**config.mk**
```make
export PLATFORM = sky130hd
export DESIGN_NAME = tcd_datapath
export DESIGN_NICKNAME = d
export VERILOG_FILES = /design/src/shared/tcd_pkg.sv /design/src/shared/tcd_core_if.sv /design/src/rtl/tcd_checksum.sv /design/src/rtl/tcd_req_timer.sv /design/src/rtl/tcd_datapath.sv
export VERILOG_INCLUDE_DIRS = /design/src /design/src/shared
export SDC_FILE = /design/constraint.sdc
export NUM_CORES = 1
export LEC_CHECK = 0
export ABC_AREA = 1
export BUFFER_PORTS_ARGS = -buffer_cell sky130_fd_sc_hd__buf_4
export CORE_MARGIN = 4
export CORE_UTILIZATION = 65
export CTS_BUF_LIST = sky130_fd_sc_hd__clkbuf_4 sky130_fd_sc_hd__clkbuf_8
export CTS_CLUSTER_DIAMETER = 40
export DETAILED_ROUTE_END_ITERATION = 6
export PLACE_DENSITY = 0.93
export SLEW_MARGIN = 25
export SYNTH_ARGS = -nofsm -noshare
export SYNTH_HDL_FRONTEND = slang
export SYNTH_SLANG_ARGS = --single-unit
```
**constraint.sdc**
```tcl
create_clock -name clk -period 2.9 [get_ports clk]
set_input_delay 0.58 -clock clk [delete_from_list [all_inputs] [get_ports clk]]
set_output_delay 0.58 -clock clk [all_outputs]
set_load 0.02 [all_outputs]
```
**src/shared/tcd_params.svh**
```systemverilog
// constants of the tape control datapath
`ifndef TCD_PARAMS_SVH
`define TCD_PARAMS_SVH
`define TCD_CLK_MHZ 125
`define TCD_SERVICE_NS 266000
`define TCD_CMD_DEV 7'h68
`define TCD_STS_DEV 7'h69
`define TCD_CMD_W 15
`define TCD_STS_STOP 0
`define TCD_STS_ENB_LSB 1
`define TCD_STS_MAINT 8
`define TCD_STS_SIM_TICK 9
`define TCD_STS_SIM_MARK 10
`define TCD_STS_CLR_MISS 11
`define TCD_OP_NOP 3'h7
`define TCD_OP_WR_BIT 2
`define TCD_LAST_LINE 4'hB
`define TCD_MID_LINE 4'h6
`define TCD_HALF_READ_LINE 4'h5
`define TCD_ENB_MISS 0
`define TCD_ENB_PAR 1
`endif

```
**src/shared/tcd_pkg.sv**
```systemverilog
// types and decode functions of the tape control datapath
`default_nettype none
`include "tcd_params.svh"
package tcd_pkg;
	typedef enum logic [4:0] {
		ST_IDLE = 5'h01,
		ST_XFER = 5'h02,
		ST_CK0 = 5'h04,
		ST_CK1 = 5'h08,
		ST_DONE = 5'h10
	} tcd_state_e;

	typedef struct packed {
		logic [2:0] flag_chan;
		logic [2:0] data_chan;
		logic [2:0] op;
		logic [3:0] unit;
		logic [1:0] motion;
	} tcd_cmd_s;

	function automatic logic op_is_write(input logic [2:0] op);
		return op[`TCD_OP_WR_BIT] && (op != `TCD_OP_NOP);
	endfunction : op_is_write
endpackage : tcd_pkg
`default_nettype wire

```
**src/shared/tcd_core_if.sv**
```systemverilog
// checksum and data request signals between the core and its helpers
`timescale 1ns/1ps
`default_nettype none
interface tcd_core_if;
	logic lp_clear;
	logic lp_fold;
	logic lp_raw;
	logic [5:0] lp_in;
	logic [5:0] lp_val;
	logic req_set;
	logic req_clr;
	logic missed_clr;
	logic req_pend;
	logic req_missed;
	modport core (output lp_clear, lp_fold, lp_raw, lp_in, req_set, req_clr,
		missed_clr, input lp_val, req_pend, req_missed);
	modport lp (input lp_clear, lp_fold, lp_raw, lp_in, output lp_val);
	modport req (input req_set, req_clr, missed_clr,
		output req_pend, req_missed);
endinterface : tcd_core_if
`default_nettype wire

```
**src/rtl/tcd_checksum.sv**
```systemverilog
// six bit longitudinal checksum register
`timescale 1ns/1ps
`default_nettype none
module tcd_checksum (
	// clock and reset
	input wire logic clk,
	input wire logic rst_n,
	// core side
	tcd_core_if.lp c
);
	logic [5:0] lp_q, lp_d, fold_v;

	always_comb begin
		fold_v = c.lp_raw ? c.lp_in : ~c.lp_in; // RULE19
		lp_d = lp_q;
		if (c.lp_clear) begin
			lp_d = c.lp_fold ? fold_v : 6'h00;
		end else if (c.lp_fold) begin
			lp_d = lp_q ^ fold_v; // RULE19 RULE21
		end
	end

	always_ff @(posedge clk) begin
		if (!rst_n) begin
			lp_q <= 6'h00;
		end else begin
			lp_q <= lp_d;
		end
	end

	assign c.lp_val = lp_q;
endmodule : tcd_checksum
`default_nettype wire

```
**src/rtl/tcd_req_timer.sv**
```systemverilog
// data request flag with service deadline and missed flag
`timescale 1ns/1ps
`default_nettype none
module tcd_req_timer #(
	parameter int unsigned SERVICE_CYCLES = 33250
) (
	// clock and reset
	input wire logic clk,
	input wire logic rst_n,
	// core side
	tcd_core_if.req c
);
	localparam int W = $clog2(SERVICE_CYCLES + 1);
	logic req_q, req_d, miss_q, miss_d;
	logic [W-1:0] cnt_q, cnt_d;
	logic late;

	always_comb begin
		late = req_q && (cnt_q == W'(SERVICE_CYCLES - 1));
		req_d = req_q;
		cnt_d = cnt_q;
		miss_d = miss_q;
		// count runs one past the deadline so the miss fires once
		if (req_q && cnt_q != W'(SERVICE_CYCLES)) begin
			cnt_d = cnt_q + W'(1);
		end
		if (c.req_clr) begin
			req_d = 1'b0; // RULE24
		end
		if (c.req_set) begin
			req_d = 1'b1;
			cnt_d = '0;
		end
		if (c.missed_clr) begin
			miss_d = 1'b0;
		end
		if (late && !c.req_clr) begin
			miss_d = 1'b1; // RULE25
		end
	end

	always_ff @(posedge clk) begin
		if (!rst_n) begin
			req_q <= 1'b0;
			miss_q <= 1'b0;
			cnt_q <= '0;
		end else begin
			req_q <= req_d;
			miss_q <= miss_d;
			cnt_q <= cnt_d;
		end
	end

	assign c.req_pend = req_q;
	assign c.req_missed = miss_q;
endmodule : tcd_req_timer
`default_nettype wire

```
**src/rtl/tcd_datapath.sv**
```systemverilog
// tape control datapath: command, status, buffer, shift and line logic
// How it works
// (RULE1) 36-bit parallel bus carries data and control
// (RULE2) control output loads the command register
// (RULE3) data output word captured in buffer
// (RULE4) write word goes to shift register by halves
// (RULE5) shift register hands out 6-bit groups
// (RULE6) word written as twelve 3-bit lines
// (RULE7) read lines gathered into 6-bit groups
// (RULE8) read data loaded to buffer in halves
// (RULE9) data input drives buffer onto bus
// (RULE10) processor can simulate mark and timing
// (RULE11) device address picks command or status
// (RULE12) 2-bit motion field: go, direction
// (RULE13) 4-bit unit field with new-unit bit
// (RULE14) 3-bit operation field selects function
// (RULE15) two 3-bit interrupt channel fields
// (RULE16) 7 enables written, 28 conditions readable
// (RULE17) buffer halves feed shift register
// (RULE18) line buffer upper writes, lower reads
// (RULE19) inverted groups folded into checksum
// (RULE20) checksum written as two lines
// (RULE21) read checksum folded, all ones passes
// (RULE22) mixer routes sources to buffer or shifter
// (RULE23) block end checks parity, flags error
// (RULE24) transfer clears pending data request
// (RULE25) late service sets data missed
// (RULE26) stop finishes block, then job done
// (RULE27) unused operation code moves no data
`timescale 1ns/1ps
`default_nettype none
`include "tcd_params.svh"
module tcd_datapath #(
	parameter int unsigned SERVICE_CYCLES =
		`TCD_SERVICE_NS * `TCD_CLK_MHZ / 1000,
	parameter logic [6:0] CMD_DEV = `TCD_CMD_DEV,
	parameter logic [6:0] STS_DEV = `TCD_STS_DEV
) (
	// clock and reset
	input wire logic clk,
	input wire logic rst_n,
	// processor bus
	input wire logic [6:0] dev_addr,
	input wire logic control_output_instr,
	input wire logic control_input_instr,
	input wire logic data_output_instr,
	input wire logic data_input_instr,
	input wire logic [35:0] bus_data_in,
	output logic [35:0] bus_data_out,
	output logic bus_data_oe,
	// tape side
	input wire logic timing_tick,
	input wire logic block_mark,
	input wire logic [2:0] read_lines,
	output logic [2:0] write_lines,
	output logic write_en,
	output logic tape_go,
	output logic tape_reverse,
	output logic [2:0] unit_sel,
	output logic unit_new,
	output logic [2:0] data_chan,
	output logic [2:0] flag_chan,
	// flags
	output logic data_request,
	output logic data_missed,
	output logic parity_error,
	output logic job_done
);
	if (SERVICE_CYCLES < 2) begin : g_chk
		$error("SERVICE_CYCLES must be at least 2");
	end

	tcd_core_if c ();

	tcd_checksum u_lp (
		.clk(clk),
		.rst_n(rst_n),
		.c(c.lp)
	);

	tcd_req_timer #(.SERVICE_CYCLES(SERVICE_CYCLES)) u_req (
		.clk(clk),
		.rst_n(rst_n),
		.c(c.req)
	);

	tcd_pkg::tcd_state_e st_q, st_d;
	tcd_pkg::tcd_cmd_s cmd_q, cmd_d, cmd_in;
	logic [6:0] enb_q, enb_d;
	logic maint_q, maint_d, stop_q, stop_d, fresh_q, fresh_d;
	logic [35:0] buf_q, buf_d, dout_q, dout_d;
	logic [17:0] sr_q, sr_d, src, nsr;
	logic [5:0] lb_q, lb_d, grp, lp_cur;
	logic [3:0] line_q, line_d;
	logic [2:0] wl_q, wl_d;
	logic doe_q, doe_d, we_q, we_d, done_q, done_d, perr_q, perr_d;
	logic sel_cmd, sel_sts, cmd_wr, sts_wr, tick, mark, wr, err_halt;
	logic [27:0] status;

	always_comb begin
		sel_cmd = (dev_addr == CMD_DEV); // RULE11
		sel_sts = (dev_addr == STS_DEV); // RULE11
		cmd_wr = control_output_instr && sel_cmd;
		sts_wr = control_output_instr && sel_sts;
		cmd_in = tcd_pkg::tcd_cmd_s'(bus_data_in[`TCD_CMD_W-1:0]);
		// simulated timing and mark replace tape in maintenance
		tick = maint_q ? (sts_wr && bus_data_in[`TCD_STS_SIM_TICK])
			: timing_tick; // RULE10
		mark = maint_q ? bus_data_in[`TCD_STS_SIM_MARK] : block_mark;
		wr = tcd_pkg::op_is_write(cmd_q.op); // RULE14
		err_halt = (c.req_missed && enb_q[`TCD_ENB_MISS])
			|| (perr_q && enb_q[`TCD_ENB_PAR]); // RULE16
		// second half sits in the upper half after the first shift
		src = (line_q == 4'h0 || line_q == `TCD_MID_LINE)
			? buf_q[35:18] : sr_q; // RULE17
		nsr = {sr_q[11:0], lb_q[2:0], read_lines};
		lp_cur = fresh_q ? 6'h00 : c.lp_val; // RULE19 RULE21
		status = {perr_q, c.req_missed, done_q, c.req_pend, stop_q,
			maint_q, we_q, st_q, enb_q, cmd_q.op, cmd_q.motion,
			cmd_q.unit}; // RULE16
	end

	always_comb begin
		st_d = st_q;
		cmd_d = cmd_q;
		enb_d = enb_q;
		maint_d = maint_q;
		stop_d = stop_q;
		fresh_d = fresh_q;
		buf_d = buf_q;
		sr_d = sr_q;
		lb_d = lb_q;
		line_d = line_q;
		wl_d = wl_q;
		done_d = done_q;
		perr_d = perr_q;
		dout_d = 36'h0_0000_0000;
		doe_d = 1'b0;
		grp = 6'h00;
		c.lp_clear = 1'b0;
		c.lp_fold = 1'b0;
		c.lp_raw = 1'b0;
		c.lp_in = 6'h00;
		c.req_set = 1'b0;
		c.req_clr = 1'b0;
		c.missed_clr = 1'b0;
		case (st_q)
			tcd_pkg::ST_IDLE: begin
				line_d = 4'h0;
			end
			tcd_pkg::ST_XFER: begin
				if (err_halt) begin
					st_d = tcd_pkg::ST_IDLE;
				end else if (tick && mark && line_q == 4'h0) begin
					st_d = tcd_pkg::ST_CK0; // RULE23
				end else if (tick) begin
					line_d = (line_q == `TCD_LAST_LINE) ? 4'h0
						: line_q + 4'h1; // RULE6
					if (wr && !line_q[0]) begin
						grp = src[17:12]; // RULE5 RULE22
						sr_d = {src[11:0], 6'h00}; // RULE4 RULE5
						wl_d = grp[5:3]; // RULE18
						lb_d = {grp[2:0], 3'h0};
						if (line_q == 4'h0) begin
							buf_d = {buf_q[17:0], 18'h0_0000}; // RULE17
						end
						if (line_q == `TCD_MID_LINE) begin
							c.req_set = 1'b1;
						end
					end else if (wr) begin
						wl_d = lb_q[5:3]; // RULE6 RULE18
						lb_d = {lb_q[2:0], 3'h0};
					end else begin
						lb_d = {lb_q[2:0], read_lines}; // RULE7 RULE18
						if (line_q[0]) begin
							grp = {lb_q[2:0], read_lines}; // RULE7
							sr_d = nsr; // RULE22
							if (line_q == `TCD_HALF_READ_LINE) begin
								buf_d[35:18] = nsr; // RULE8
							end
							if (line_q == `TCD_LAST_LINE) begin
								buf_d[17:0] = nsr; // RULE8
								c.req_set = 1'b1;
							end
						end
					end
					if (wr ? !line_q[0] : line_q[0]) begin
						c.lp_fold = 1'b1; // RULE19
						c.lp_in = grp;
						c.lp_clear = fresh_q;
						fresh_d = 1'b0;
					end
				end
			end
			tcd_pkg::ST_CK0: begin
				if (tick) begin
					st_d = tcd_pkg::ST_CK1;
					if (wr) begin
						wl_d = lp_cur[5:3]; // RULE20
						lb_d = {lp_cur[2:0], 3'h0}; // RULE20 RULE22
					end else begin
						lb_d = {lb_q[2:0], read_lines};
					end
				end
			end
			tcd_pkg::ST_CK1: begin
				if (tick) begin
					if (wr) begin
						wl_d = lb_q[5:3]; // RULE20
					end else begin
						grp = {lb_q[2:0], read_lines};
						c.lp_fold = 1'b1; // RULE21
						c.lp_raw = 1'b1;
						c.lp_in = grp;
						if (!(&(lp_cur ^ grp))) begin
							perr_d = 1'b1; // RULE21 RULE23
						end
					end
					fresh_d = 1'b1;
					line_d = 4'h0;
					if (stop_q) begin
						st_d = tcd_pkg::ST_DONE; // RULE26
						done_d = 1'b1;
					end else begin
						st_d = tcd_pkg::ST_XFER;
					end
				end
			end
			tcd_pkg::ST_DONE: begin
				st_d = tcd_pkg::ST_IDLE; // RULE26
			end
			default: begin
				st_d = tcd_pkg::ST_IDLE;
			end
		endcase
		if (cmd_wr) begin
			cmd_d = cmd_in; // RULE2 RULE12 RULE13 RULE14 RULE15
			st_d = (cmd_in.op == `TCD_OP_NOP) ? tcd_pkg::ST_IDLE
				: tcd_pkg::ST_XFER; // RULE27
			done_d = done_d && !done_q; // a flag set this cycle wins
			stop_d = 1'b0;
			perr_d = perr_d && !perr_q;
			fresh_d = 1'b1;
			line_d = 4'h0;
			c.missed_clr = 1'b1;
			c.req_set = tcd_pkg::op_is_write(cmd_in.op);
		end
		if (sts_wr) begin
			enb_d = bus_data_in[`TCD_STS_ENB_LSB+:7]; // RULE16
			maint_d = bus_data_in[`TCD_STS_MAINT];
			if (bus_data_in[`TCD_STS_STOP]) begin
				stop_d = 1'b1; // RULE26
			end
			if (bus_data_in[`TCD_STS_CLR_MISS]) begin
				c.missed_clr = 1'b1;
			end
		end
		if (data_output_instr && sel_cmd) begin
			buf_d = bus_data_in; // RULE1 RULE3
			c.req_clr = 1'b1; // RULE24
		end
		if (data_input_instr && sel_cmd) begin
			dout_d = buf_q; // RULE9
			doe_d = 1'b1;
			c.req_clr = 1'b1; // RULE24
		end else if (control_input_instr && sel_cmd) begin
			dout_d = {21'h00_0000, cmd_q}; // RULE2
			doe_d = 1'b1;
		end else if (control_input_instr && sel_sts) begin
			dout_d = {8'h00, status}; // RULE16
			doe_d = 1'b1;
		end
		we_d = tcd_pkg::op_is_write(cmd_d.op)
			&& (st_d == tcd_pkg::ST_XFER || st_d == tcd_pkg::ST_CK0
			|| st_d == tcd_pkg::ST_CK1);
	end

	always_ff @(posedge clk) begin
		if (!rst_n) begin
			st_q <= tcd_pkg::ST_IDLE;
			cmd_q <= '0;
			enb_q <= 7'h00;
			maint_q <= 1'b0;
			stop_q <= 1'b0;
			fresh_q <= 1'b1;
			buf_q <= 36'h0_0000_0000;
			sr_q <= 18'h0_0000;
			lb_q <= 6'h00;
			line_q <= 4'h0;
			wl_q <= 3'h0;
			we_q <= 1'b0;
			done_q <= 1'b0;
			perr_q <= 1'b0;
			dout_q <= 36'h0_0000_0000;
			doe_q <= 1'b0;
		end else begin
			st_q <= st_d;
			cmd_q <= cmd_d;
			enb_q <= enb_d;
			maint_q <= maint_d;
			stop_q <= stop_d;
			fresh_q <= fresh_d;
			buf_q <= buf_d;
			sr_q <= sr_d;
			lb_q <= lb_d;
			line_q <= line_d;
			wl_q <= wl_d;
			we_q <= we_d;
			done_q <= done_d;
			perr_q <= perr_d;
			dout_q <= dout_d;
			doe_q <= doe_d;
		end
	end

	assign bus_data_out = dout_q;
	assign bus_data_oe = doe_q;
	assign write_lines = wl_q;
	assign write_en = we_q;
	assign tape_go = cmd_q.motion[1]; // RULE12
	assign tape_reverse = cmd_q.motion[0]; // RULE12
	assign unit_sel = cmd_q.unit[2:0]; // RULE13
	assign unit_new = cmd_q.unit[3]; // RULE13
	assign data_chan = cmd_q.data_chan; // RULE15
	assign flag_chan = cmd_q.flag_chan; // RULE15
	assign data_request = c.req_pend;
	assign data_missed = c.req_missed;
	assign parity_error = perr_q;
	assign job_done = done_q;
endmodule : tcd_datapath
`default_nettype wire

```
==> impl_metrics.toml, run 1 <==
[die]
initial_utilization_pct = 66.1
io-pin-count = 111
dieArea_sq_um = 14600
core_area_sq_um = 12600
row_count = 41
die_w_um = 121
die_y_um = 121

[route]
antenna_left = 0
drtIter0Drc = 991
wirelength_mm = 24.5
firstDrtPassIters = 6
wire_per_inst_um = 16.7
vias = 8634
via_per_inst = 5.87
drc = 0

[sta]
slew_viol_final = 0
fin_crit_sh_pct = 87.5
worstMarginPinSlew_ns = 0.891
fin_ws_ns = 0.361
finalCriticalPeriod_ns = 2.54
fin_skew_ns = 0.0162
timing.fmax_mhz = 394
final-setup-viol-count = 0
finalSetupTns_ns = 0
rsz0062_at_grt = "false"
slew_headroom_pct = 40.6
hold_violations = 0

[worst_hold_path]
hp-start = "bus_data_in[14]"
whs_path_depth = 3
min_to = "flag_chan[2]$_SDFFE_PN0P_"
hold_path_class = "in2reg"

[placement]
gp_congestion = 0.976
dp_hpwl_mm = 18.0
place_area_sq_um = 9140
pre_cts_slack_ns = 0.315
port-buffer-count = 110

[global_routing]
grt_pass1_vias = 7804
grt_busiest_layer = "met2"
met2_usage_pct = 54.9
antenna_found_initial = 0
grt_util_met1_pct = 42.6
grtUsageMet3_pct = 6.57
grt_pass1_wl_mm = 38.8
overflow = 0
grt_start_max_net_pins = 66
track_usage_pct = 33.6

[worst_setup_path]
cp_cell_sequence = "inv_1 -> ha_1 -> nand3_1 -> nand2_1 -> buf_4 -> nand2_1 -> nand3_1 -> nand2_1 -> nand4_1 -> nand3_1 -> nand2_1 -> inv_1 -> nor2_1"
arrival_ns = 2.91
crit_type = "reg2reg"
cp.required_ns = 3.27
critPathMaxStageDelay_ns = 0.44
end_kind = "register"
cp_top_family = "simple AND/OR/NAND/NOR gates"
timing.critical_path.mode_cell = "nand2_1"
reg2reg_depth = 13
cp_max_fo = 15
slowest_stage = "dfxtp_1"
startpoint_type = "register"
critPathBufInv = 3
reg2reg_to = "u_lp.c.lp_val[2]$_SDFFE_PN0P_"
r2r-start = "line_q[0]$_SDFFE_PP0P_"
r2r_slack_ns = 0.36

[layout]
nNetsFinal = 1349
syn_to_final_growth_pct = 14.7
n_fill_cell = 946
final_area_sq_um = 9530
diodes = 0
drive_above_1_share_pct = 14.6

[synthesis]
synthCells = 1208
synth_common_cells = "nand2_1 (259), dfxtp_1 (161), inv_1 (156)"
muxShareOfSynthArea_pct = 0
synth_top_cell_by_area = "dfxtp_1"
synth_area_leaders = "dfxtp_1 (39%), nand2_1 (12%), o21ai_0 (7.2%)"
synth-xor-area-share_pct = 1.69
synth-main-ff-cell = "dfxtp_1"
avgSynthCellArea_sq_um = 6.87
synth.distinct_cells = 49
async_flop_share_pct = 0
syn_nets = 1272
ys_seq_area_share_pct = 38.8
synth_compound_area_share_pct = 19.2
synth_edf_count = 0
synth.most_common_cell = "nand2_1"
yosys.area_share.simple_pct = 27.2
netlist_area_sq_um = 8300
ys_warn_count = 0
synth_seq_cells = 161
yosys.area.top_type_share_pct = 38.8
synthAdderAreaFrac_pct = 1.51
synth_top_family_by_area = "simple AND/OR/NAND/NOR gates"

[cts]
clk-insertion-delay-late_ns = 0.47
cts_setup_buffers = 0
post_cts_resized = 0
clk_path_buf_depth = 2
clk_pin_slew_ns = 0.09
ctsHtreeMaxLevel = 4
cts.sinks = 161
cts-root-buf = "clkbuf_8"
cts_tree = "done"
cts_hold_buf = 0
cts_inserted_buffers = 17

[power]
power_frac_comb_pct = 4.8
p_switching_w = 0.000992
power_density_nw_per_um2 = 422
p_leak_nw = 3.88
switching_share_pct = 24.7
pwr-share-clk_pct = 40.1
ir_worst_vdd_mv = 0.322
internal_power_w = 0.00303
seqPwrFrac_pct = 55.1

[job]
cap_violations = 0

[outcome]
status = "finished, final reports clean"
## worst register-to-register path: stages (launching register included)
cell and delay, ns:
dfxtp_1 0.44, inv_1 0.18, ha_1 0.23, nand3_1 0.29, nand2_1 0.26, buf_4 0.26
nand2_1 0.08, nand3_1 0.15, nand2_1 0.11, nand4_1 0.14, nand3_1 0.14, nand2_1 0.07
inv_1 0.06, nor2_1 0.04
## cell usage in the layout (no fill, tap or decap), types with 5 or more instances in the layout
master    count
a21boi_0      6
a21oi_1      70
a31oi_1      16
buf_4       125
clkbuf_8     19
dfxtp_1     161
ha_1         10
inv_1       156
nand2_1     259
nand2_2       7
nand3_1      85
nand4_1      12
nor2_1      119
nor3_1       12
nor4_1        7
o211ai_1      7
o21a_1        5
o21ai_0     120
o221ai_1     12
o22ai_1       5
o31ai_1      10
o32ai_1       5
xor2_1       14
## final cells by class
type                    instances  area [sq um]  share of cell area (%)
well taps                     172           215                    2.26
repair buffers                127           978                    10.3
flip-flops and latches        161          3220                    33.8
clock inverters                13           125                    1.31
multi-input cells             816          4120                    43.2
clock buffers                  19           262                    2.74
inverters                     162           608                    6.38
## metal layers
layer | vias to the layer above | routed length, um | share of wire (%)
li1 | 4093 | - | -
met1 | 3914 | 9500 | 39
met2 | 526 | 11400 | 46
met3 | 101 | 2440 | 9.9
met4 | 0 | 1180 | 4.8
met5 | - | 0 | 0
## registers in the layout, indices dropped and copies added (netlist names), 3 cells and up
name / count
lb_q: 6
enb_q: 7
buf_q: 36
sr_q: 18
unit_sel: 3
data_chan: 3
st_q: 5
write_lines: 3
flag_chan: 3
u_req.cnt_q: 16
bus_data_out: 36
line_q: 4
cmd_q: 3
u_lp.c.lp_val: 6
## power groups by stage
stage | Combinational, W | Clock, W | Sequential (W)
6_report | 0.000191 | 0.00161 | 0.00221
3_3_place_gp | 0.000185 | 0 | 0.00227
2_1_floorplan | 0.0000914 | 0 | 0.00227
4_1_cts | 0.000187 | 0.00163 | 0.00221
5_1_grt | 0.000206 | 0.00172 | 0.00221
3_5_place_dp | 0.000187 | 0 | 0.00227
## per-stage QoR
step	util, %	hold WS, ns	instances	total power [W]
5_1_grt	75.8	0.408	1470	0.00414
3_3_place_gp	72.7	0.440	1438	0.00245
4_1_cts	75.8	0.390	1470	0.00403
3_5_place_dp	72.7	0.449	1438	0.00245
2_1_floorplan	-	0.422	1208	0.00236
6_report	75.8	0.408	1470	0.00402
## how the worst max path moves through the flow
stage | from | endpoint | slack, ns | cells after the start
6_report | line_q[0]$_SDFFE_PP0P_ | u_lp.c.lp_val[2]$_SDFFE_PN0P_ | 0.36 | 13
5_1_grt | line_q[0]$_SDFFE_PP0P_ | u_lp.c.lp_val[2]$_SDFFE_PN0P_ | 0.24 | 13
4_1_cts | line_q[0]$_SDFFE_PP0P_ | u_lp.c.lp_val[2]$_SDFFE_PN0P_ | 0.43 | 13
3_5_place_dp | dev_addr[2] | u_req.c.req_missed$_SDFFE_PN0P_ | 0.31 | 11
3_3_place_gp | dev_addr[2] | u_req.c.req_missed$_SDFFE_PN0P_ | 0.31 | 11
2_1_floorplan | cmd_q[6]$_SDFF_PN0_ | buf_q[33]$_SDFFE_PN0P_ | 0.92 | 11
## kinds of logic (layout without fill, tap and decap cells)
group,Yosys count,after routing
xor gates and xnor gates,16,16
buffers and inverters,231,321
DFF,161,161
adders and majority gates,10,10
and+or+nand+nor,518,518
AOI/OAI and AO/OA,272,272
(Power assumes the default switching activity.)
==> run 2: changes to the inputs <==
Settings changed: CORE_UTILIZATION 65 to 55, PLACE_DENSITY 0.93 to default, PLACE_DENSITY_LB_ADDON from default to 0.1, SYNTH_HIERARCHICAL from default to 1.
==> run 2 against run 1 <==
Critical path type unchanged. Register-to-register slack improved by 0.05 ns. Sequential share of layout area shrank 2.1 points. Sequential cell count did not move. The run now ends with design-rule violations left.
==> impl_metrics.toml, run 2 <==
[outcome]
status = "finished with violations"
violations = "design-rule violations"

[route]
wire_per_inst_um = 16.4
routed.top_layer = "met4"
drc = 1
vias = 9100
wl_met3_mm = 2.06
wl_met1_mm = 12.1
dr_wl_met2_mm = 12.7
antenna_left = 0
via_per_inst = 5.39
wirelength_mm = 27.7
firstDrtPassIters = 7
drtIter0Drc = 956

[layout]
multiInputGateArea_sq_um = 4410
final_cell_mix = "nand2_1 (313), inv_1 (211), nor2_1 (183), dfxtp_1 (161)"
seqCellArea_sq_um = 3220
diodes = 0
n_fill_cell = 1561
mostFrequentLayoutCell = "nand2_1"
syn_to_final_growth_pct = 15.0
drive_above_1_share_pct = 13.3
nNetsFinal = 1522

[synthesis]
synth_area_leaders = "dfxtp_1 (37%), nand2_1 (13%), inv_1 (9.0%)"
ys_seq_area_share_pct = 36.5
synth_top_cell_by_area = "dfxtp_1"
synth_edf_count = 0
synthCells = 1377
synth_common_cells = "nand2_1 (313), inv_1 (211), nor2_1 (184)"
syn_nets = 1441
yosys.area.top_type_share_pct = 36.5
synth.distinct_cells = 45
synth_seq_cells = 161
avgSynthCellArea_sq_um = 6.41
synth.most_common_cell = "nand2_1"
synth-main-ff-cell = "dfxtp_1"
async_flop_share_pct = 0
netlist_area_sq_um = 8820
ys_warn_count = 6

[power]
ir_worst_vdd_mv = 0.296
power_density_nw_per_um2 = 429
p_leak_nw = 4.27

[die]
row_count = 46
initial_utilization_pct = 55.9
die_w_um = 135
io-pin-count = 111
die_y_um = 135
core_area_sq_um = 15800
dieArea_sq_um = 18100

[worst_setup_path]
arrival_ns = 2.86
reg2reg_depth = 12
cp_cell_sequence = "nand2_1 -> nand2_1 -> inv_1 -> ha_1 -> buf_4 -> nor2_1 -> o21ai_1 -> inv_1 -> a21oi_4 -> nand3_1 -> nand2_1 -> nor2_1"
reg2reg_to = "buf_q[16]$_SDFFE_PN0P_"
r2r_slack_ns = 0.41
critPathMaxStageDelay_ns = 0.45
end_kind = "register"
cp-endpoint = "buf_q[16]$_SDFFE_PN0P_"
timing.critical_path.mode_cell = "nand2_1"
slowest_stage = "buf_4"
startpoint_type = "register"
crit_type = "reg2reg"
r2r-start = "cmd_q[6]$_SDFF_PN0_"
cp_max_fo = 56
startpoint = "cmd_q[6]$_SDFF_PN0_"
cp.required_ns = 3.28

[global_routing]
track_usage_pct = 30.3
grt_pass1_wl_mm = 43.5
grt_pass1_vias = 8202
antenna_found_initial = 0
overflow = 0
grt_start_max_net_pins = 66

[sta]
hold_violations = 0
slew_headroom_pct = 51.8
fin_skew_ns = 0.0131
finalCriticalPeriod_ns = 2.49
worstMarginPinSlew_ns = 0.715
rsz0062_at_grt = "false"
timing.fmax_mhz = 402
slew_viol_final = 0
fin_ws_ns = 0.415
finalSetupTns_ns = 0
final-setup-viol-count = 0
fin_crit_sh_pct = 85.7

[cts]
cts_tree = "done"
cts-root-buf = "clkbuf_8"
clk_pin_slew_ns = 0.10
clk-insertion-delay-late_ns = 0.49
cts_setup_buffers = 0
post_cts_resized = 0
cts_inserted_buffers = 17
cts_hold_buf = 0
ctsHtreeMaxLevel = 4
clk_path_buf_depth = 2
cts.sinks = 161

[placement]
dp_hpwl_mm = 20.8
gp_congestion = 0.985
pre_cts_slack_ns = 0.255
port-buffer-count = 110

[worst_hold_path]
whs_path_depth = 3
hold_path_class = "in2reg"

[job]
cap_violations = 0
==> run 2: changes by cell type after synthesis, sizes merged, moves of 8 or more <==
cell / change
nor2: +71
o21ai: +12
nand3: +40
inv: +54
a31oi: -13
o221ai: -12
clkbuf: -8
nand2: +57
==> run 2: per-layer routing <==
layer / GRT usage (%) / vias to the layer above
li1: - / 4514
met5: 0 / -
met1: 41.8 / 4133
met3: 5.33 / 62
met4: 10.9 / 0
met2: 47.9 / 391
==> run 2: layout make-up <==
class,count,area share (%)
clock buffers,21,2.79
well taps,216,2.66
clock inverters,11,1.73
repair buffers,126,9.45
flip-flops and latches,161,31.8
multi-input cells,934,43.5
inverters,218,8.08
==> run 2: per-stage QoR <==
stage / hold WS [ns] / total power (W) / utilization [%] / instances / instance area [sq um]
after global placement: 0.437 / 0.00247 / 61.4 / 1655 / 9690
final: 0.329 / 0.00436 / 64.3 / 1687 / 10100
after global routing: 0.329 / 0.00447 / 64.3 / 1687 / 10100
after CTS: 0.321 / 0.00435 / 64.3 / 1687 / 10100
after floorplan: 0.424 / 0.00237 / - / 1377 / 8820
after detailed placement: 0.443 / 0.00247 / 61.4 / 1655 / 9690
==> run 2: logic make-up after synthesis <==
group / share of synthesized area, %
adder cells (fa/ha/maj): 1.42
XOR/XNOR: 0.794
flip-flops: 36.5
buffers and inverters: 13.4
AND/OR/NAND/NOR: 33.3
AO/OA/AOI/OAI: 14.6
==> run 2: critical path, delay by kind of cell, from the launching register on <==
family / cells / cell delay (ns)
compound gates: 2 / 0.60
buf+inv: 3 / 0.73
simple gates: 6 / 0.51
flops: 1 / 0.32
fa+ha+maj: 1 / 0.21
==> run 2: worst min path at each step <==
stage / start / endpoint / slack (ns)
6_report: bus_data_in[14] / flag_chan[2]$_SDFFE_PN0P_ / 0.33
5_1_grt: bus_data_in[13] / flag_chan[1]$_SDFFE_PN0P_ / 0.33
4_1_cts: bus_data_in[14] / flag_chan[2]$_SDFFE_PN0P_ / 0.32
3_5_place_dp: enb_q[5]$_SDFFE_PN0N_ / enb_q[5]$_SDFFE_PN0N_ / 0.44
3_3_place_gp: enb_q[5]$_SDFFE_PN0N_ / enb_q[5]$_SDFFE_PN0N_ / 0.44
2_1_floorplan: enb_q[5]$_SDFFE_PN0N_ / enb_q[5]$_SDFFE_PN0N_ / 0.42
==> run 2: report_power, final <==
part | internal, W | total, W | switching [W] | leakage, nW
clock | 0.00102 | 0.00193 | 0.000905 | 0.227
combinational | 0.0000803 | 0.000215 | 0.000135 | 2.75
sequential | 0.00221 | 0.00221 | 0.00000151 | 1.30
total | 0.00332 | 0.00436 | 0.00104 | 4.27
